File: config.mk
export PLATFORM = sky130hd
export DESIGN_NAME = bftx_exec
export DESIGN_NICKNAME = d
export VERILOG_FILES = /design/src/common/bftx_pkg.sv /design/src/bftx_exec.sv
export SDC_FILE = /design/constraint.sdc
export NUM_CORES = 1
export LEC_CHECK = 0
export BUFFER_PORTS_ARGS = -buffer_cell sky130_fd_sc_hd__buf_2
export CAP_MARGIN = 40
export CELL_PAD_IN_SITES_DETAIL_PLACEMENT = 1
export CELL_PAD_IN_SITES_GLOBAL_PLACEMENT = 1
export CORE_MARGIN = 4
export CORE_UTILIZATION = 49
export DETAILED_ROUTE_END_ITERATION = 7
export GPL_ROUTABILITY_DRIVEN = 0
export HOLD_SLACK_MARGIN = 0.02
export PLACE_DENSITY = 0.88
export SETUP_SLACK_MARGIN = 0.4
export SKIP_LAST_GASP = 1
export SYNTH_ARGS = -nofsm -noshare
export SYNTH_HDL_FRONTEND = slang
export SYNTH_SLANG_ARGS = --single-unit
File: constraint.sdc
create_clock -name clock_i -period 5.4 [get_ports clock_i]
set_input_delay 0.27 -clock clock_i [delete_from_list [all_inputs] [get_ports clock_i]]
set_output_delay 0.27 -clock clock_i [all_outputs]
set_load 0.02 [all_outputs]
File: src/common/bftx_pkg.sv
// bftx_pkg: constants and types of the bit, flag and transfer executor
// Contract
// - branch_no_overflow jumps k+1 if V clear
// - irq branches jump on I set or clear
// - io bit set/clear, 2 cycles, I/O 0..1F
// - bit set/clear rewrites whole register read back
// - bit skip tests on I/O 0..1F
// - rotates through carry, flags Z C N V
// - capture bit into T, deposit T back
// - single flag set/clear touches only it
// - indirect load 2 cycles, post-inc, pre-dec
// - offset load from Y or Z, pointer kept
// - indirect stores, all pointer forms except offset from X, 2 cycles
// - direct load and store, 2 cycles
// - program read via Z, 3 cycles, R0 default
// - extended program read uses page register above Z
// - push/pop 2 cycles, port write 1 cycle
// - in/out use I/O 0..3F, data adds 20
// - extended I/O only by data-space access
// - nop, sleep, watchdog kick one cycle
package bftx_pkg;
	// ----------------------------------------
	// address map
	// ----------------------------------------
	localparam logic [15:0] IO_DATA_OFFSET = 16'h0020;
	localparam logic [15:0] EXT_IO_FIRST = 16'h0060;
	localparam logic [5:0] BIT_IO_LAST = 6'h1F;
	localparam logic [5:0] IO_PAGE_EXT = 6'h3B;
	localparam logic [5:0] IO_JUMP_EXT = 6'h3C;
	localparam logic [5:0] IO_SP_LOW = 6'h3D;
	localparam logic [5:0] IO_SP_HIGH = 6'h3E;
	localparam logic [5:0] IO_FLAGS = 6'h3F;
	// ----------------------------------------
	// fields, indices, resets, cycle counts
	// ----------------------------------------
	localparam int FLAG_C = 0;
	localparam int FLAG_Z = 1;
	localparam int FLAG_N = 2;
	localparam int FLAG_V = 3;
	localparam int FLAG_T = 6;
	localparam int FLAG_I = 7;
	localparam int PAGE_W = 2;
	localparam logic [4:0] IDX_R0 = 5'h00;
	localparam logic [4:0] IDX_X = 5'h1A;
	localparam logic [4:0] IDX_Y = 5'h1C;
	localparam logic [4:0] IDX_Z = 5'h1E;
	localparam logic [4:0] IDX_HI = 5'h01;
	localparam logic [15:0] ONE16 = 16'h0001;
	localparam logic [15:0] TWO_WORD = 16'h0002;
	localparam logic [7:0] BIT_ONE = 8'h01;
	localparam logic [7:0] RSV_ZERO = 8'h00;
	localparam logic [7:0] FLAGS_RST = 8'h00;
	localparam logic [15:0] SP_RST = 16'h0000;
	localparam logic [15:0] PC_RST = 16'h0000;
	localparam logic [PAGE_W-1:0] PAGE_RST = 2'h0;
	localparam logic JUMP_RST = 1'h0;
	localparam logic [1:0] CYC_ONE = 2'h1;
	localparam logic [1:0] CYC_TWO = 2'h2;
	localparam logic [1:0] CYC_THREE = 2'h3;
	// ----------------------------------------
	// types
	// ----------------------------------------
	typedef enum logic [4:0] {
		OP_NOP = 5'h00, OP_SLEEP = 5'h01, OP_WDR = 5'h02, OP_BREAK = 5'h03,
		OP_BR_NOV = 5'h04, OP_BR_ION = 5'h05, OP_BR_IOFF = 5'h06,
		OP_IO_SET = 5'h07, OP_IO_CLR = 5'h08, OP_SKIP_ONE = 5'h09, OP_SKIP_ZERO = 5'h0A,
		OP_ROL = 5'h0B, OP_ROR = 5'h0C, OP_LSL = 5'h0D, OP_LSR = 5'h0E, OP_ASR = 5'h0F,
		OP_T_CAP = 5'h10, OP_T_DEP = 5'h11, OP_FLAG_ONE = 5'h12, OP_FLAG_ZERO = 5'h13,
		OP_READ_IND = 5'h14, OP_READ_DIR = 5'h15, OP_WRITE_IND = 5'h16,
		OP_WRITE_DIR = 5'h17, OP_PM_READ = 5'h18, OP_PM_EXT = 5'h19,
		OP_PUSH = 5'h1A, OP_POP = 5'h1B, OP_IN = 5'h1C, OP_OUT = 5'h1D
	} bftx_op_type;
	typedef enum logic [2:0] {
		AM_PLAIN = 3'h0, AM_POST_INC = 3'h1, AM_PRE_DEC = 3'h2,
		AM_DISP = 3'h3, AM_IMPLICIT = 3'h4
	} bftx_am_type;
	typedef enum logic [1:0] {PTR_X = 2'h0, PTR_Y = 2'h1, PTR_Z = 2'h2} bftx_ptr_type;
	typedef enum logic [0:0] {ST_IDLE = 1'b0, ST_BUSY = 1'b1} bftx_state_type;
	typedef struct packed {
		bftx_op_type op;
		logic [4:0] rd;
		logic [2:0] bsel;
		logic [5:0] io;
		bftx_ptr_type ptr;
		bftx_am_type am;
		logic [5:0] disp;
		logic [15:0] k;
		logic [6:0] rel;
	} bftx_instr_type;
	typedef struct packed {
		logic [15:0] addr;
		logic [7:0] wdata;
		logic re;
		logic we;
	} bftx_mem_req_type;
endpackage

File: src/bftx_exec.sv
// bftx_exec: executor for bit, flag, transfer, stack and control operations
`timescale 1ns/1ps
module bftx_exec (
	input wire logic clock_i,
	input wire logic rst_i,
	input wire logic op_valid_i,
	input wire bftx_pkg::bftx_instr_type op_i,
	output logic op_ready_o,
	output bftx_pkg::bftx_mem_req_type mem_req_o,
	input wire logic [7:0] mem_rdata_i,
	output logic [17:0] pm_addr_o,
	input wire logic [7:0] pm_rdata_i,
	output logic [15:0] pc_o,
	output logic [7:0] flags_o,
	output logic skip_o,
	output logic sleep_o,
	output logic kick_o,
	output logic break_o,
	output logic illegal_o
);
	import bftx_pkg::*;

	// ----------------------------------------
	// state
	// ----------------------------------------
	bftx_state_type state;
	logic [1:0] cnt;
	bftx_instr_type cur;
	logic cur_hit;
	logic [7:0] gpr [32];
	logic [7:0] flags;
	logic [15:0] sp;
	logic [PAGE_W-1:0] page_ext;
	logic jump_ext;
	logic [15:0] pc;

	logic acc, fin, bad, is_rd, is_wr, is_bio, is_pm, is_ind, is_sh, taken, hit;
	logic sh_c, skip_hit, ptr_we, byte_we, fin_load;
	logic [1:0] cycles;
	logic [4:0] plo, byte_idx;
	logic [7:0] rd_val, sh_res, dep_res, load_data, rmw_data, core_val;
	logic [7:0] bmask, cmask, byte_data, next_flags;
	logic [15:0] ptr_val, ind_addr, io_addr, daddr, next_pc, ptr_new, next_sp;
	logic [17:0] pm_full, pm_inc;
	logic [PAGE_W-1:0] next_page;

	function automatic logic [15:0] to_data(input logic [5:0] io);
		return {10'h000, io} + IO_DATA_OFFSET;
	endfunction

	// ----------------------------------------
	// decode
	// ----------------------------------------
	assign op_ready_o = (state == ST_IDLE);
	assign acc = op_valid_i && op_ready_o;
	assign fin = (state == ST_BUSY) && (cnt == CYC_ONE);
	assign rd_val = gpr[op_i.rd];
	assign is_rd = op_i.op inside {OP_READ_IND, OP_READ_DIR, OP_POP, OP_IN};
	assign is_wr = op_i.op inside {OP_WRITE_IND, OP_WRITE_DIR, OP_PUSH, OP_OUT};
	assign is_bio = op_i.op inside {OP_IO_SET, OP_IO_CLR, OP_SKIP_ONE, OP_SKIP_ZERO};
	assign is_pm = op_i.op inside {OP_PM_READ, OP_PM_EXT};
	assign is_ind = op_i.op inside {OP_READ_IND, OP_WRITE_IND};
	assign is_sh = op_i.op inside {OP_ROL, OP_ROR, OP_LSL, OP_LSR, OP_ASR};

	assign bad = (is_bio && (op_i.io > BIT_IO_LAST))
		|| (is_ind && (op_i.am == AM_DISP) && (op_i.ptr == PTR_X));

	// ----------------------------------------
	// addressing
	// ----------------------------------------
	assign plo = is_pm ? IDX_Z : (op_i.ptr == PTR_Y) ? IDX_Y : (op_i.ptr == PTR_Z) ? IDX_Z : IDX_X;
	assign ptr_val = {gpr[plo | IDX_HI], gpr[plo]};

	assign ind_addr = (op_i.am == AM_PRE_DEC) ? ptr_val - ONE16
		: (op_i.am == AM_DISP) ? ptr_val + {10'h000, op_i.disp} : ptr_val;

	assign io_addr = to_data(op_i.io);

	always_comb begin
		case (op_i.op)
			OP_READ_IND, OP_WRITE_IND: daddr = ind_addr;
			OP_READ_DIR, OP_WRITE_DIR: daddr = op_i.k;
			OP_PUSH: daddr = sp;
			OP_POP: daddr = sp + ONE16;
			default: daddr = io_addr;
		endcase
	end

	assign hit = (daddr >= to_data(IO_PAGE_EXT)) && (daddr <= to_data(IO_FLAGS));

	// core registers seen in data space, reserved bits read zero
	always_comb begin
		core_val = RSV_ZERO;
		if (mem_req_o.addr == to_data(IO_FLAGS)) begin
			core_val = flags;
		end else if (mem_req_o.addr == to_data(IO_SP_HIGH)) begin
			core_val = sp[15:8];
		end else if (mem_req_o.addr == to_data(IO_SP_LOW)) begin
			core_val = sp[7:0];
		end else if (mem_req_o.addr == to_data(IO_PAGE_EXT)) begin
			core_val = {{(8 - PAGE_W){1'b0}}, page_ext};
		end else if (mem_req_o.addr == to_data(IO_JUMP_EXT)) begin
			core_val = {7'h00, jump_ext};
		end
	end

	assign load_data = cur_hit ? core_val : mem_rdata_i;
	assign bmask = BIT_ONE << cur.bsel;
	assign cmask = BIT_ONE << op_i.bsel;

	assign rmw_data = (cur.op == OP_IO_SET) ? (mem_rdata_i | bmask) : (mem_rdata_i & ~bmask);

	assign skip_hit = (|(mem_rdata_i & bmask)) == (cur.op == OP_SKIP_ONE);

	assign dep_res = flags[FLAG_T] ? (rd_val | cmask) : (rd_val & ~cmask);

	// ----------------------------------------
	// shifter
	// ----------------------------------------
	always_comb begin
		sh_res = rd_val;
		sh_c = flags[FLAG_C];
		case (op_i.op)
			OP_ROL: begin
				sh_res = {rd_val[6:0], flags[FLAG_C]};
				sh_c = rd_val[7];
			end
			OP_ROR: begin
				sh_res = {flags[FLAG_C], rd_val[7:1]};
				sh_c = rd_val[0];
			end
			OP_LSL: begin
				sh_res = {rd_val[6:0], 1'b0};
				sh_c = rd_val[7];
			end
			OP_LSR: begin
				sh_res = {1'b0, rd_val[7:1]};
				sh_c = rd_val[0];
			end
			OP_ASR: begin
				sh_res = {rd_val[7], rd_val[7:1]};
				sh_c = rd_val[0];
			end
			default: begin
				sh_res = rd_val;
				sh_c = flags[FLAG_C];
			end
		endcase
	end

	// ----------------------------------------
	// branch and cycle count
	// ----------------------------------------
	always_comb begin
		case (op_i.op)
			OP_BR_NOV: taken = !flags[FLAG_V];
			OP_BR_ION: taken = flags[FLAG_I];
			OP_BR_IOFF: taken = !flags[FLAG_I];
			default: taken = 1'b0;
		endcase
	end

	always_comb begin
		if (bad) begin
			cycles = CYC_ONE;
		end else if (taken) begin
			cycles = CYC_TWO;
		end else if (is_pm) begin
			cycles = CYC_THREE;
		end else if (is_rd || is_bio || (is_wr && op_i.op != OP_OUT)) begin
			cycles = CYC_TWO;
		end else begin
			cycles = CYC_ONE;
		end
	end

	always_comb begin
		if (taken && !bad) begin
			next_pc = pc + {{9{op_i.rel[6]}}, op_i.rel} + ONE16;
		end else if (!bad && op_i.op inside {OP_READ_DIR, OP_WRITE_DIR}) begin
			next_pc = pc + TWO_WORD;
		end else begin
			next_pc = pc + ONE16;
		end
	end

	// ----------------------------------------
	// pointer and program address
	// ----------------------------------------
	// page register above Z
	assign pm_full = {(op_i.op == OP_PM_EXT) ? page_ext : PAGE_RST, ptr_val};
	assign pm_inc = pm_full + {{PAGE_W{1'b0}}, ONE16};

	assign ptr_we = acc && !bad && ((is_ind && op_i.am inside {AM_POST_INC, AM_PRE_DEC})
		|| (is_pm && op_i.am == AM_POST_INC));
	assign ptr_new = is_pm ? pm_inc[15:0] : (op_i.am == AM_PRE_DEC) ? ind_addr : ptr_val + ONE16;

	// ----------------------------------------
	// next core register values
	// ----------------------------------------
	always_comb begin
		next_flags = flags;
		case (op_i.op)
			OP_ROL, OP_ROR, OP_LSL, OP_LSR, OP_ASR: begin
				next_flags[FLAG_C] = sh_c;
				next_flags[FLAG_Z] = (sh_res == RSV_ZERO);
				next_flags[FLAG_N] = sh_res[7];
				next_flags[FLAG_V] = sh_res[7] ^ sh_c;
			end
			OP_T_CAP: next_flags[FLAG_T] = rd_val[op_i.bsel];
			OP_FLAG_ONE: next_flags[op_i.bsel] = 1'b1;
			OP_FLAG_ZERO: next_flags[op_i.bsel] = 1'b0;
			default: next_flags = flags;
		endcase
		if (is_wr && daddr == to_data(IO_FLAGS)) begin
			next_flags = rd_val;
		end
	end

	always_comb begin
		next_sp = sp;
		if (is_wr && daddr == to_data(IO_SP_LOW)) begin
			next_sp[7:0] = rd_val;
		end
		if (is_wr && daddr == to_data(IO_SP_HIGH)) begin
			next_sp[15:8] = rd_val;
		end
		if (op_i.op == OP_PUSH) begin
			next_sp = sp - ONE16;
		end else if (op_i.op == OP_POP) begin
			next_sp = sp + ONE16;
		end
	end

	always_comb begin
		next_page = page_ext;
		if (is_wr && daddr == to_data(IO_PAGE_EXT)) begin
			next_page = rd_val[PAGE_W-1:0];
		end else if (op_i.op == OP_PM_EXT && op_i.am == AM_POST_INC) begin
			next_page = pm_inc[17:16];
		end
	end

	// ----------------------------------------
	// register file write ports
	// ----------------------------------------
	assign fin_load = fin && (cur.op inside {OP_READ_IND, OP_READ_DIR, OP_POP, OP_IN,
		OP_PM_READ, OP_PM_EXT});
	assign byte_we = fin_load || (acc && !bad && (is_sh || op_i.op == OP_T_DEP));

	assign byte_idx = !fin_load ? op_i.rd
		: (cur.op inside {OP_PM_READ, OP_PM_EXT} && cur.am == AM_IMPLICIT) ? IDX_R0 : cur.rd;
	assign byte_data = !fin_load ? ((op_i.op == OP_T_DEP) ? dep_res : sh_res)
		: (cur.op inside {OP_PM_READ, OP_PM_EXT}) ? pm_rdata_i : load_data;

	always_ff @(posedge clock_i) begin
		if (ptr_we) begin
			gpr[plo] <= ptr_new[7:0];
			gpr[plo | IDX_HI] <= ptr_new[15:8];
		end
		if (byte_we) begin
			gpr[byte_idx] <= byte_data;
		end
	end

	// ----------------------------------------
	// control
	// ----------------------------------------
	always_ff @(posedge clock_i or posedge rst_i) begin
		if (rst_i) begin
			state <= ST_IDLE;
			cnt <= CYC_ONE;
			cur <= '0;
			cur_hit <= 1'b0;
		end else if (acc) begin
			state <= (cycles == CYC_ONE) ? ST_IDLE : ST_BUSY;
			cnt <= cycles - CYC_ONE;
			cur <= op_i;
			cur_hit <= hit;
		end else if (state == ST_BUSY) begin
			cnt <= cnt - CYC_ONE;
			state <= fin ? ST_IDLE : ST_BUSY;
		end
	end

	always_ff @(posedge clock_i or posedge rst_i) begin
		if (rst_i) begin
			pc <= PC_RST;
			skip_o <= 1'b0;
		end else begin
			skip_o <= fin && cur.op inside {OP_SKIP_ONE, OP_SKIP_ZERO} && skip_hit;
			if (acc) begin
				pc <= next_pc;
			end else if (fin && cur.op inside {OP_SKIP_ONE, OP_SKIP_ZERO} && skip_hit) begin
				pc <= pc + ONE16;
			end
		end
	end

	always_ff @(posedge clock_i or posedge rst_i) begin
		if (rst_i) begin
			sleep_o <= 1'b0;
			kick_o <= 1'b0;
			break_o <= 1'b0;
			illegal_o <= 1'b0;
		end else begin
			sleep_o <= acc && op_i.op == OP_SLEEP;
			kick_o <= acc && op_i.op == OP_WDR;
			break_o <= acc && op_i.op == OP_BREAK;
			illegal_o <= acc && bad;
		end
	end

	always_ff @(posedge clock_i or posedge rst_i) begin
		if (rst_i) begin
			flags <= FLAGS_RST;
			sp <= SP_RST;
			page_ext <= PAGE_RST;
			jump_ext <= JUMP_RST;
		end else if (acc && !bad) begin
			flags <= next_flags;
			sp <= next_sp;
			page_ext <= next_page;
			if (is_wr && daddr == to_data(IO_JUMP_EXT)) begin
				jump_ext <= rd_val[0];
			end
		end
	end

	// ----------------------------------------
	// data and program memory requests
	// ----------------------------------------
	always_ff @(posedge clock_i or posedge rst_i) begin
		if (rst_i) begin
			mem_req_o <= '0;
			pm_addr_o <= '0;
		end else begin
			mem_req_o.re <= 1'b0;
			mem_req_o.we <= 1'b0;
			if (acc && !bad) begin
				mem_req_o.addr <= daddr;
				mem_req_o.wdata <= rd_val;
				mem_req_o.re <= (is_rd || is_bio) && !hit;
				mem_req_o.we <= is_wr && !hit;
				pm_addr_o <= pm_full;
			end else if (fin && cur.op inside {OP_IO_SET, OP_IO_CLR}) begin
				mem_req_o.wdata <= rmw_data;
				mem_req_o.we <= 1'b1;
			end
		end
	end

	assign pc_o = pc;
	assign flags_o = flags;
endmodule

==> run summary, run 1 <==
Relative to the synthesized area, the layout overhead comes to 13.5%. The count of cell types in the netlist came out at 98. The worst supply voltage drop on vdd is about 0.27 mV. The die area is ~48000 sq um. For this design, the slowest cell found on the critical path is sky130_fd_sc_hd__or4_1. Among the stages of the critical path, the cell type that occurs most often is sky130_fd_sc_hd__nor2b_1. The first global-routing pass estimated 119000 um of wire. The worst relative slew slack came out at about a third.

At the pin with the least slew margin, the transition time is 1020 ps. The global router's overall resource usage came out at about a third. The total inserted antenna cells came out at 0.

The worst min-delay path endpoint is cur[30]. The worst hold path begins at op_i[30]. For this run, the number of Yosys warnings is 0. The HPWL after detailed placement is between 50000 and 60000 um. The synthesized netlist devotes 14.9% of its cell area to compound gates.

TritonCTS built the clock tree. The ratio of final minimum period to clock period is between 80% and 90%. The via count of the first global-routing pass is between 15k and 20k. By startpoint and endpoint, the worst setup path is classified as register to register. STA classifies the critical path endpoint as a register.

Power spread over the standard cell area amounts to around 400 nW/um^2. The adder-cell share of the synthesized area is 1.96%. The final-report max-slew violation count was 0. The number of buffer cells added on primary ports is roughly 150. The layout net count is between 2k and 2.5k.

The number of remaining DRC errors came out at 0. On the final layout, the worst clock skew is about 53 ps. The count of buffers added by post-CTS timing repair for setup came out at 0. The biggest fanout along the worst timing path is 10. The final-report hold violation count is 0. The final period demand of the worst path is around 4700 ps. The first routing iteration left around 2.4k violations. The cell at the root of the clock tree is sky130_fd_sc_hd__clkbuf_16. The initial antenna violation count came to 2.

The launching point of the worst reg2reg path is gpr[30][0]. The sum of internal, switching and leakage power came out at about 0.01 W. No sink is reached through more buffers than the 3 on the longest clock path. The cell type contributing the most total cell area after synthesis is sky130_fd_sc_hd__edfxtp_1. By area the synthesized netlist is led by sky130_fd_sc_hd__edfxtp_1, sky130_fd_sc_hd__dfrtp_1, sky130_fd_sc_hd__mux4_2.

Across the run, the number of max-cap violations was 0. The number of nets in the synthesized netlist came out at approximately 2.1k. The number of vias per cell after detailed routing came out at around 6.7.

The finished cells cover roughly 25000 sq um. Among all flip-flop cells after synthesis, the most frequent one is sky130_fd_sc_hd__edfxtp_1. The multiplexer share of the synthesized area came out at 12.7%. The run finished with clean final reports. After synthesis, the largest family of logic cells by area is simple AND/OR/NAND/NOR gates.

The H-tree depth is 2. Summing the areas of all and, or, nand and nor instances in the mapped netlist gives 16.1% of the synthesized area. Derived from the worst setup path, the maximum achievable clock frequency is 212 MHz. The total via count in the routed design is 18.8k. Adding up every negative setup slack in the final design gives 0 ps. The number of sinks on the clock net came out at 368. The first-pass iteration count of the detailed router came out at 6.

The category of cells accounting for the largest share of critical-path delay is simple AND/OR/NAND/NOR gates. The critical path buffer and inverter count is 2. The number of rows in the core area came out at 77.

The static leakage is ~9.4 nW. The gate count of the mapped netlist came out at between 2k and 2.5k. The die outline width is roughly 220 um.

The worst register-to-register path has a depth of 18. The latest clock arrival within the worst-skew pair came out at 600 ps. In this run the critical register-to-register path is captured at sp[15]. The detailed-route wire length is around 78000 um. The number of top-level pins is 146. The number of enable-type register cells in the synthesized netlist came out at 256. The min-delay analysis places its worst path in the category input pin to register.

The biggest cell delay along the critical path came out at between 500 and 600 ps. The floorplan step defined a core boundary enclosing ~44000 sq um. The routed wire length per instance is about 28 um. Cells with a size suffix above 1 make up around a fifth of the layout.

The top-area cell type share of the netlist area is a little over a third. The setup violation total in the final timing report came out at 0. The post-synth design cell area is approximately 22000 sq um. The number of nets still failing antenna checks after routing is 0.

The effective utilization at floorplan came out at 49.4%. The data required time at the worst endpoint came out at between 5000 and 6000 ps. The sequential share of the synthesized area is about half. Summed over all layers, the global routing overflow is 0.

Counting flops and latches in the post-synthesis netlist gives approximately 370. The critical path arrival is between 5000 and 6000 ps. The async set or reset register ratio after synthesis is 30.4%. The floorplan step set the die height to ~220 um.

The average footprint of a synthesized cell came out at between 10 and 15 sq um. The final cell utilization of the core is approximately 56%. The signal on the critical path passes through nor2b_1, a21oi_1, o211a_1, ha_1, inv_1, fa_1, nor2b_1, o31a_1, o31ai_1, buf_4, or4_1, nor3_2, or3_1, a21oi_2, nor4_1, nand4_2, or3b_1, nand3_1. The startpoint of the worst setup timing path is gpr[30][0].

Summing all placed instances gives a cell area of 23300 sq um. The slack of the worst reg-to-reg path came out at 690 ps. The share of the synthesized netlist area taken by xor and xnor gates is around 2.6%. The clock transition at the registers of the reported paths is around 70 ps. Entering global routing, the biggest net connects between 60 and 70 pins. Clock tree synthesis inserted a total of 40 buffers. The type of origin of the critical path is a register. Setup repair after global routing left no endpoint under its margin. The number of inserted filler cells in the final layout came out at 4784. The number of cells traversed by the worst hold path is 3.
-- logic make-up (layout without fill, tap and decap cells) --
family                     count (synthesis)  in the layout
DFF                                      368            368
adders and majority gates                 33             33
xor gates and xnor gates                  64             64
buffers and inverters                    192            360
AOI/OAI and AO/OA                        480            480
muxes                                    171            171
and+or+nand+nor                          727            727
-- synth_stat cells (29+ instances only) --
master and count:
sky130_fd_sc_hd__edfxtp_1 256, sky130_fd_sc_hd__nand2_1 255, sky130_fd_sc_hd__nor2_1 165, sky130_fd_sc_hd__dfrtp_1 111
sky130_fd_sc_hd__o21ai_0 111, sky130_fd_sc_hd__a21oi_1 95, sky130_fd_sc_hd__mux4_2 83, sky130_fd_sc_hd__clkbuf_1 80
sky130_fd_sc_hd__mux2i_1 68, sky130_fd_sc_hd__nand3_1 65, sky130_fd_sc_hd__inv_1 56, sky130_fd_sc_hd__nor3_1 50
sky130_fd_sc_hd__xnor2_1 36, sky130_fd_sc_hd__ha_1 31, sky130_fd_sc_hd__o22ai_1 29
-- final cells by class --
cell class | instances | area, sq um | share of cell area, %
tap | 592 | 741 | 2.99
sequential | 368 | 10500 | 42.4
timing repair buffer | 226 | 1420 | 5.72
multi-input combinational | 1475 | 10500 | 42.6
clock inverter | 22 | 277 | 1.12
inverter | 61 | 234 | 0.945
clock buffer | 51 | 1060 | 4.29
-- power breakdown --
| group | switching (W) | total (W) | internal (W) |
|---|---|---|---|
| logic | 0.00196 | 0.00305 | 0.00110 |
| registers | 0.000456 | 0.00396 | 0.00350 |
| clock network | 0.00122 | 0.00283 | 0.00161 |
-- state kept, by name (all words and copies together), names as in the netlist, 2 cells and up, named ones only --
name / count
pm_addr_o: 18
gpr: 256
pc_o: 16
mem_req_o: 26
cnt: 2
sp: 16
page_ext: 2
cur: 16
flags_o: 5
-- worst max path at each step --
stage / endpoint / depth (start not counted)
after CTS: page_ext[0] / 17
after detailed placement: page_ext[0] / 19
final: sp[15] / 18
after global routing: sp[15] / 18
after global placement: page_ext[0] / 20
after floorplan: page_ext[0] / 23
-- metal layers --
metal  GRT usage, %  part of all wire (%)  vias up
met4           13.9                   5.1        4
met5              0                 0.022        -
met2           53.6                    48     1030
met3           5.68                   8.5      280
met1           41.7                    38     9472
li1               -                     -     8016
-- metrics by stage --
stage	worst slack [ps]	instances	hold WS, ps
after floorplan	686	2035	375
after global placement	426	2716	449
after detailed placement	167	2717	463
after CTS	685	2792	37.6
after global routing	410	2795	62.8
final	691	2795	51.3
-- what timing repair did --
| action | in CTS | in global routing |
|---|---|---|
| endpoints found under the setup margin | 0 | 14 |
| resized for setup | 0 | 2 |
| hold buffers | 2 | 0 |
| endpoints found under the hold margin | 60 | 0 |
-- layout by cell type (no fill, tap or decap), types with 17 or more instances in the layout --
cell                        synthesis  routed
sky130_fd_sc_hd__clkbuf_16          0      40
sky130_fd_sc_hd__nand2_1          255     254
sky130_fd_sc_hd__buf_2             17     144
sky130_fd_sc_hd__inv_1             56      55
sky130_fd_sc_hd__and3_1            24      24
sky130_fd_sc_hd__mux4_2            83      83
sky130_fd_sc_hd__xnor2_1           36      36
sky130_fd_sc_hd__edfxtp_1         256     256
sky130_fd_sc_hd__o21ai_0          111     110
sky130_fd_sc_hd__a31oi_1           24      24
sky130_fd_sc_hd__buf_4              3      74
sky130_fd_sc_hd__dfrtp_1          111     111
sky130_fd_sc_hd__nand2b_1          25      25
sky130_fd_sc_hd__or3_1             18      18
sky130_fd_sc_hd__xor2_1            28      28
sky130_fd_sc_hd__mux2i_1           68      68
sky130_fd_sc_hd__o31ai_1           19      19
sky130_fd_sc_hd__o22ai_1           29      29
sky130_fd_sc_hd__o211ai_1          18      18
sky130_fd_sc_hd__nor2b_1           18      17
sky130_fd_sc_hd__a21oi_1           95      95
sky130_fd_sc_hd__nand3_1           65      65
sky130_fd_sc_hd__mux2_2            20      20
sky130_fd_sc_hd__nor2_1           165     164
sky130_fd_sc_hd__ha_1              31      30
sky130_fd_sc_hd__a22oi_1           24      24
sky130_fd_sc_hd__nor3_1            50      50
-- worst min-delay path: cells and delay by family --
kind	cells	cell delay [ps]
buf+inv	1	160
simple gates	2	120
No activity file was read; power rests on OpenSTA's default activity.
==> inputs of run 2 (changes only) <==
- CORE_UTILIZATION: 49 -> 53
- PLACE_DENSITY: 0.88 -> 0.93
- clock period: 5.4 -> 5.9 ns (I/O delays scaled with it)
==> run summary, run 2 (same netlist as run 1, synthesis figures left out) <==
The pin count of the biggest net entering global routing came out at 66 (+6.5%). The final cell utilization of the core is 60.4% (+4.3 points). The highest layer touched by signal routing is met5. The fraction of layout instances using a drive strength above 1 is 18.9% (-0.66 points). The final-report hold violation count came to 0 (unchanged).

The H-tree depth came to 2 (unchanged). The wire length on met2 came out at 39200 um (+4.6%). In this run the worst setup path begins at op_i[33]. The slack of the worst reg-to-reg path is 980 ps (+290 ps). The summed negative setup slack over all endpoints was 0 ps (unchanged). The die area came out at 44500 sq um (-7.3%). The number of remaining DRC errors came to 0 (unchanged). The detailed-route wire length is 82100 um (+5.3%). The number of sinks on the clock net is 368 (unchanged). The wire length of the first global-routing pass was 124000 um (+4.0%). The type of origin of the critical path is an input pin. The final period demand of the worst path is 5140 ps. The final-report max-slew violation count is 0 (unchanged). The setup violation total in the final timing report came out at 0 (unchanged). The die outline width came out at 211 um (-3.7%). The count of buffers added by post-CTS timing repair for setup is 0 (unchanged). The met1 layer wirelength in the final routing came out at 30100 um (+0.79%). The startpoint identified for the worst register-to-register timing path is gpr[24][0]. The data required time at the worst endpoint is 6350 ps (+420 ps). The total cell area at the placement stage is 23100 sq um (-0.84%). The worst hold path terminates at cur[30]. The class of the worst hold path is input pin to register.

The initial antenna violation count is 1 (-1). Clock tree synthesis selected as its root buffer the cell sky130_fd_sc_hd__clkbuf_16. The run finished with clean final reports. The number of nets still failing antenna checks after routing came out at 0 (unchanged). The height of the chip came out at 211 um (-3.7%). The areal power density over the cells came out at 374 nW/um^2 (-6.0%). The biggest fanout along the worst timing path is 19 (+9). The total overflow reported by the global router came to 0 (unchanged).

The setup path with the least slack is of type input pin to register. The most common cell after layout, fill and taps aside is sky130_fd_sc_hd__edfxtp_1. The startpoint identified for the worst hold timing path is op_i[30]. The number of cells traversed by the worst hold path is 3 (unchanged). The global router's overall resource usage came out at 36.1% (+3.9 points). The total length of routed met3 wires is 7800 um (+18%). The ratio of final minimum period to clock period is between 80 and 90%. The latest clock arrival within the worst-skew pair was 590 ps (about the same). The effective utilization at floorplan is 53.6% (+4.1 points). The number of buffer cells added on primary ports is 145 (unchanged).

gpr holds more flip-flops than any other register. The total via count in the routed design came to 19.4k (+3.0%). The count of max-cap constraint violations is 0 (unchanged). The largest registers in the layout are gpr: 256 flops, mem_req_o: 26 flops, pm_addr_o: 18 flops.

The library cells used most frequently in the layout, excluding fill and tap cells, are sky130_fd_sc_hd__edfxtp_1, sky130_fd_sc_hd__nand2_1, sky130_fd_sc_hd__nor2_1. The number of flip-flops in the largest register was 256 (unchanged). The routed wire length per instance is 30.1 um (+8.1%).

The worst setup margin came to 759 ps (+68.2 ps). The number of cells on the worst reg-to-reg path is 17 (-1). The critical path arrival is 5590 ps (+350 ps). The CTS buffer count was 41 (+2.5%). TritonCTS built the clock tree. The capturing point of the worst reg2reg path is page_ext[0]. The layout net count came to 2264 (-0.57%). The clock transition at the registers of the reported paths came out at 60 ps (about the same). The floorplan core area came out at 40700 sq um (-7.7%).

The static leakage is 9.35 nW (-0.40%). The hold slack came to 59.1 ps (+7.81 ps). The achievable frequency is between 150 and 200 MHz. The number of vias per cell after detailed routing came out at 7.11 (+5.8%). The worst relative slew slack is 33.2% (+1.5 points). The half-perimeter wire length of the detailed placement result is 55800 um (-0.74%). The worst clock skew is 32.2 ps (-20.8 ps).

The final standard cell area without fillers is 24600 sq um (-0.56%). The worst supply voltage drop on vdd was 0.480 mV (+81%). The number of rows in the core area came to 74 (-3.9%). The worst setup slack before clock tree synthesis came out at 312 ps (+145 ps). Setup repair after global routing left no endpoint under its margin. The number of top-level pins is 146 (unchanged). The layout overhead on the synthesized area is 12.9%. The via count of the first global-routing pass was 19.6k (+0.87%). The measured slew at the worst slew-check pin came to 994 ps (-29.5 ps).

The number of violations reported at the end of detailed-routing iteration 0 came to 2580 (+9.4%). The first-pass iteration count of the detailed router is 6 (unchanged). The deepest clock path buffer count is 3 (unchanged). The sort of element at the end of the critical path is a register.
-- run 2: changes by cell type in the layout (fill, tap and decap cells not counted), sizes merged, moves of 2 or more --
cell and change:
clkinv +5, clkbuf -2, buf -13, bufinv +2
inv -3
-- run 2: where the power goes --
group          leakage [nW]  switching (W)  internal [W]  total, W
sequential             3.67       0.000428       0.00321   0.00364
clock                 0.688        0.00111       0.00161   0.00272
combinational          4.99        0.00184      0.000995   0.00284
-- run 2: layout make-up --
cell class / count / area (sq um)
antenna: 1 / 2.50
clock buffer: 49 / 1110
clock inverter: 25 / 294
fill: 4335 / 16100
inverter: 61 / 234
multi-input combinational: 1475 / 10600
sequential: 368 / 10500
tap: 532 / 666
timing repair buffer: 212 / 1270
-- run 2: worst max-delay path by stage --
stage,end,cells after the start,slack (ps)
floorplan,page_ext[0],23,1160
global placement,page_ext[0],18,690
detailed placement,page_ext[0],18,310
CTS,page_ext[0],18,840
global route,page_ext[0],19,400
finish,page_ext[0],19,760
-- run 2: critical path, stage by stage --
cell and delay, ps:
sky130_fd_sc_hd__buf_2 90, sky130_fd_sc_hd__inv_1 100, sky130_fd_sc_hd__ha_1 730, sky130_fd_sc_hd__buf_4 380, sky130_fd_sc_hd__nand3_1 140, sky130_fd_sc_hd__o221ai_2 170
sky130_fd_sc_hd__inv_2 180, sky130_fd_sc_hd__ha_1 420, sky130_fd_sc_hd__nor2b_1 200, sky130_fd_sc_hd__o31a_1 170, sky130_fd_sc_hd__o31ai_1 140, sky130_fd_sc_hd__nor4_1 510
sky130_fd_sc_hd__nand2_1 130, sky130_fd_sc_hd__xnor2_1 160, sky130_fd_sc_hd__a221oi_1 400, sky130_fd_sc_hd__and4_1 380, sky130_fd_sc_hd__nand3_1 250, sky130_fd_sc_hd__or4_1 550
sky130_fd_sc_hd__and3_1 190
-- run 2: per-layer routing --
metal  vias up  global-route usage [%]
met5         -                       0
met3       358                    6.82
li1       8006                       -
met4         2                    17.6
met1      9699                    46.8
met2      1306                    59.0
-- run 2: timing repair --
action | 4_1_cts | 5_1_grt
gates resized for setup | 0 | 2
hold endpoints to repair | 55 | 0
setup endpoints to repair | 0 | 2
hold buffers | 1 | 0
-- run 2: metrics by stage --
step           total power, W  instances
4_1_cts               0.00910       2718
5_1_grt               0.00956       2722
3_5_place_dp          0.00637       2643
3_3_place_gp          0.00618       2641
2_1_floorplan         0.00534       2035
6_report              0.00920       2723
==> inputs of run 3 (changes only) <==
- CORE_UTILIZATION: 53 -> 55
- CTS_BUF_LIST: not set -> sky130_fd_sc_hd__clkbuf_8
- PLACE_DENSITY: 0.93 -> 0.95
==> run summary, run 3 (same netlist as run 1, synthesis figures left out) <==
gpr holds more flip-flops than any other register. Setup repair after global routing left no endpoint under its margin. The CTS buffer count came to 60 (+46%). The ratio of final minimum period to clock period is 86.2% (-0.99 points).

The slack of the worst reg-to-reg path is 950 ps (-30 ps). The worst clock skew is 58.3 ps (+26.1 ps). The final period demand of the worst path came to 5080 ps (-58.2 ps). The number of flip-flops in the largest register was 256 (unchanged). The number of cells traversed by the worst hold path is 3 (unchanged). The static leakage came to 9.39 nW (+0.49%). The number of violations reported at the end of detailed-routing iteration 0 came out at 2492 (-3.4%). The largest registers in the layout are gpr: 256 flops, mem_req_o: 26 flops, pm_addr_o: 18 flops. The post-placement cell count is 2625 (-0.68%). The global router's overall resource usage is 36.1% (about the same).

The critical path arrival was 5690 ps (+100 ps). In this run the worst hold path is classified as input pin to register. The sum of internal, switching and leakage power came out at 0.00870 W (-5.5%). The die outline width is 207 um (-1.8%).

The number of remaining DRC errors came out at 0 (unchanged). The die area came out at 42900 sq um (-3.5%). The worst relative slew slack came out at 32.1% (-1.2 points).

The total overflow reported by the global router is 0 (unchanged). The effective utilization at floorplan is 56.1% (+2.5 points). The pin count of the biggest net entering global routing came out at 81 (+23%). The number of buffer cells added on primary ports is 145 (unchanged). The initial antenna violation count came to 2 (+1). The final instance count without filler cells came to 2757 (+1.2%). The layout net count came out at 2295 (+1.4%). The final-report max-slew violation count is 0 (unchanged). The endpoint identified for the worst register-to-register timing path is page_ext[0].

The number of nets still failing antenna checks after routing was 0 (unchanged). The biggest fanout along the worst timing path is 22 (+3). The via count of the first global-routing pass is 19.7k (+0.66%). The achievable frequency was 197 MHz (+1.1%).

The root buffer cell chosen for the clock tree is sky130_fd_sc_hd__clkbuf_8. The deepest clock path buffer count was 3 (unchanged). The final standard cell area without fillers came out at 24500 sq um (-0.50%).

The final cell utilization of the core is 63.0% (+2.5 points). The total via count in the routed design is 19.2k (-0.78%). The layout overhead on the synthesized area is 12.3%. The number of cells on the worst reg-to-reg path is 17 (unchanged). Leaving out fill and tap cells, the most frequent cells in the layout are sky130_fd_sc_hd__edfxtp_1, sky130_fd_sc_hd__nand2_1, sky130_fd_sc_hd__nor2_1. The number of hold buffers added after CTS is 16 (+15).

The CTS tree is yes. The destination of the critical timing path is page_ext[0]. The H-tree depth came out at 2 (unchanged).

The worst supply voltage drop on vdd is 0.347 mV (-28%). The final-report hold violation count came to 0 (unchanged). The summed negative setup slack over all endpoints is 0 ps (unchanged). The routed wire length per instance came out at 29.1 um (-3.5%). The clock transition at the registers of the reported paths is 60 ps (about the same). The areal power density over the cells came out at 355 nW/um^2 (-5.0%). The library cell used most frequently in the layout, excluding fill and tap cells, is sky130_fd_sc_hd__edfxtp_1. The first-pass iteration count of the detailed router came out at 8 (+2).

The measured slew at the worst slew-check pin is 1020 ps (+25.3 ps). The number of gates resized after cts is 0 (unchanged). In this run the worst setup path begins at op_i[51]. The fraction of layout instances using a drive strength above 1 came out at 19.2% (+0.22 points). STA classifies the critical path endpoint as a register.

The number of vias per cell after detailed routing came to 6.97 (-2.0%). The height of the chip came out at 207 um (-1.8%). The run finished with clean final reports. The wire length of the first global-routing pass came to 121000 um (-1.8%).

The data required time at the worst endpoint came out at 6500 ps (+150 ps). The critical path in this run is classified as input pin to register. The number of rows in the core area came to 72 (-2.7%). The half-perimeter wire length of the detailed placement result came out at 56200 um (+0.74%). The count of buffers added by post-CTS timing repair for setup came out at 0 (unchanged). The number of sinks on the clock net is 368 (unchanged). The latest clock arrival within the worst-skew pair is 720 ps (+130 ps). The count of max-cap constraint violations came to 0 (unchanged). The startpoint identified for the worst register-to-register timing path is gpr[26][0]. The floorplan core area was 38900 sq um (-4.5%). The total cell area at the placement stage is 23100 sq um (-0.11%). The number of top-level pins is 146 (unchanged). The setup violation total in the final timing report is 0 (unchanged). The detailed-route wire length is 80200 um (-2.3%). STA classifies the critical path startpoint as an input pin.
## run 3: final cells by class
type,count,area (sq um)
Clock buffer,69,950
Inverter,61,234
Sequential cell,368,10500
Multi-Input combinational cell,1475,10500
Clock inverter,41,219
Tap cell,518,648
Fill cell,4142,14400
Timing Repair Buffer,224,1420
Antenna cell,1,2.50
## run 3: stage by stage
| stage | hold slack (ps) | setup WS [ps] |
|---|---|---|
| 2_1_floorplan | 400 | 1160 |
| 3_3_place_gp | 416 | 652 |
| 3_5_place_dp | 425 | 264 |
| 4_1_cts | 22.1 | 980 |
| 5_1_grt | 42.2 | 515 |
| 6_report | 50.5 | 817 |
## run 3: how the worst min path moves through the flow
stage / from / to / slack (ps)
after floorplan: op_i[30] / cur[30] / 400
after CTS: op_i[19] / mem_req_o[22] / 20
after detailed placement: rst_i / mem_req_o[9] / 420
after global routing: mem_rdata_i[0] / mem_req_o[2] / 40
final: mem_rdata_i[0] / mem_req_o[2] / 50
after global placement: rst_i / skip_o / 420
## run 3: layer usage
layer	vias to the layer above	share of wire, %	track usage, %
li1	8071	-	-
met1	9552	37	45.3
met2	1290	48	59.1
met3	303	9.7	8.77
met4	4	5.6	17.6
met5	-	0.071	0.667
## run 3: power breakdown
| part | internal, W | leakage [nW] | switching (W) | total [W] |
|---|---|---|---|---|
| logic | 0.000998 | 5.04 | 0.00184 | 0.00284 |
| clock network | 0.00112 | 0.684 | 0.00111 | 0.00223 |
| registers | 0.00321 | 3.67 | 0.000422 | 0.00363 |
## run 3: critical path: stages
cell	delay (ps)
sky130_fd_sc_hd__buf_2	310
sky130_fd_sc_hd__nand4bb_2	480
sky130_fd_sc_hd__buf_4	380
sky130_fd_sc_hd__a21oi_1	190
sky130_fd_sc_hd__o221a_4	240
sky130_fd_sc_hd__clkinv_2	140
sky130_fd_sc_hd__fa_1	460
sky130_fd_sc_hd__nor2b_1	160
sky130_fd_sc_hd__o31a_1	170
sky130_fd_sc_hd__o31ai_1	130
sky130_fd_sc_hd__nor4_1	590
sky130_fd_sc_hd__nand2_1	160
sky130_fd_sc_hd__xnor2_1	180
sky130_fd_sc_hd__a221oi_1	380
sky130_fd_sc_hd__and4_1	380
sky130_fd_sc_hd__nand3_1	260
sky130_fd_sc_hd__or4_1	570
sky130_fd_sc_hd__and3_1	190
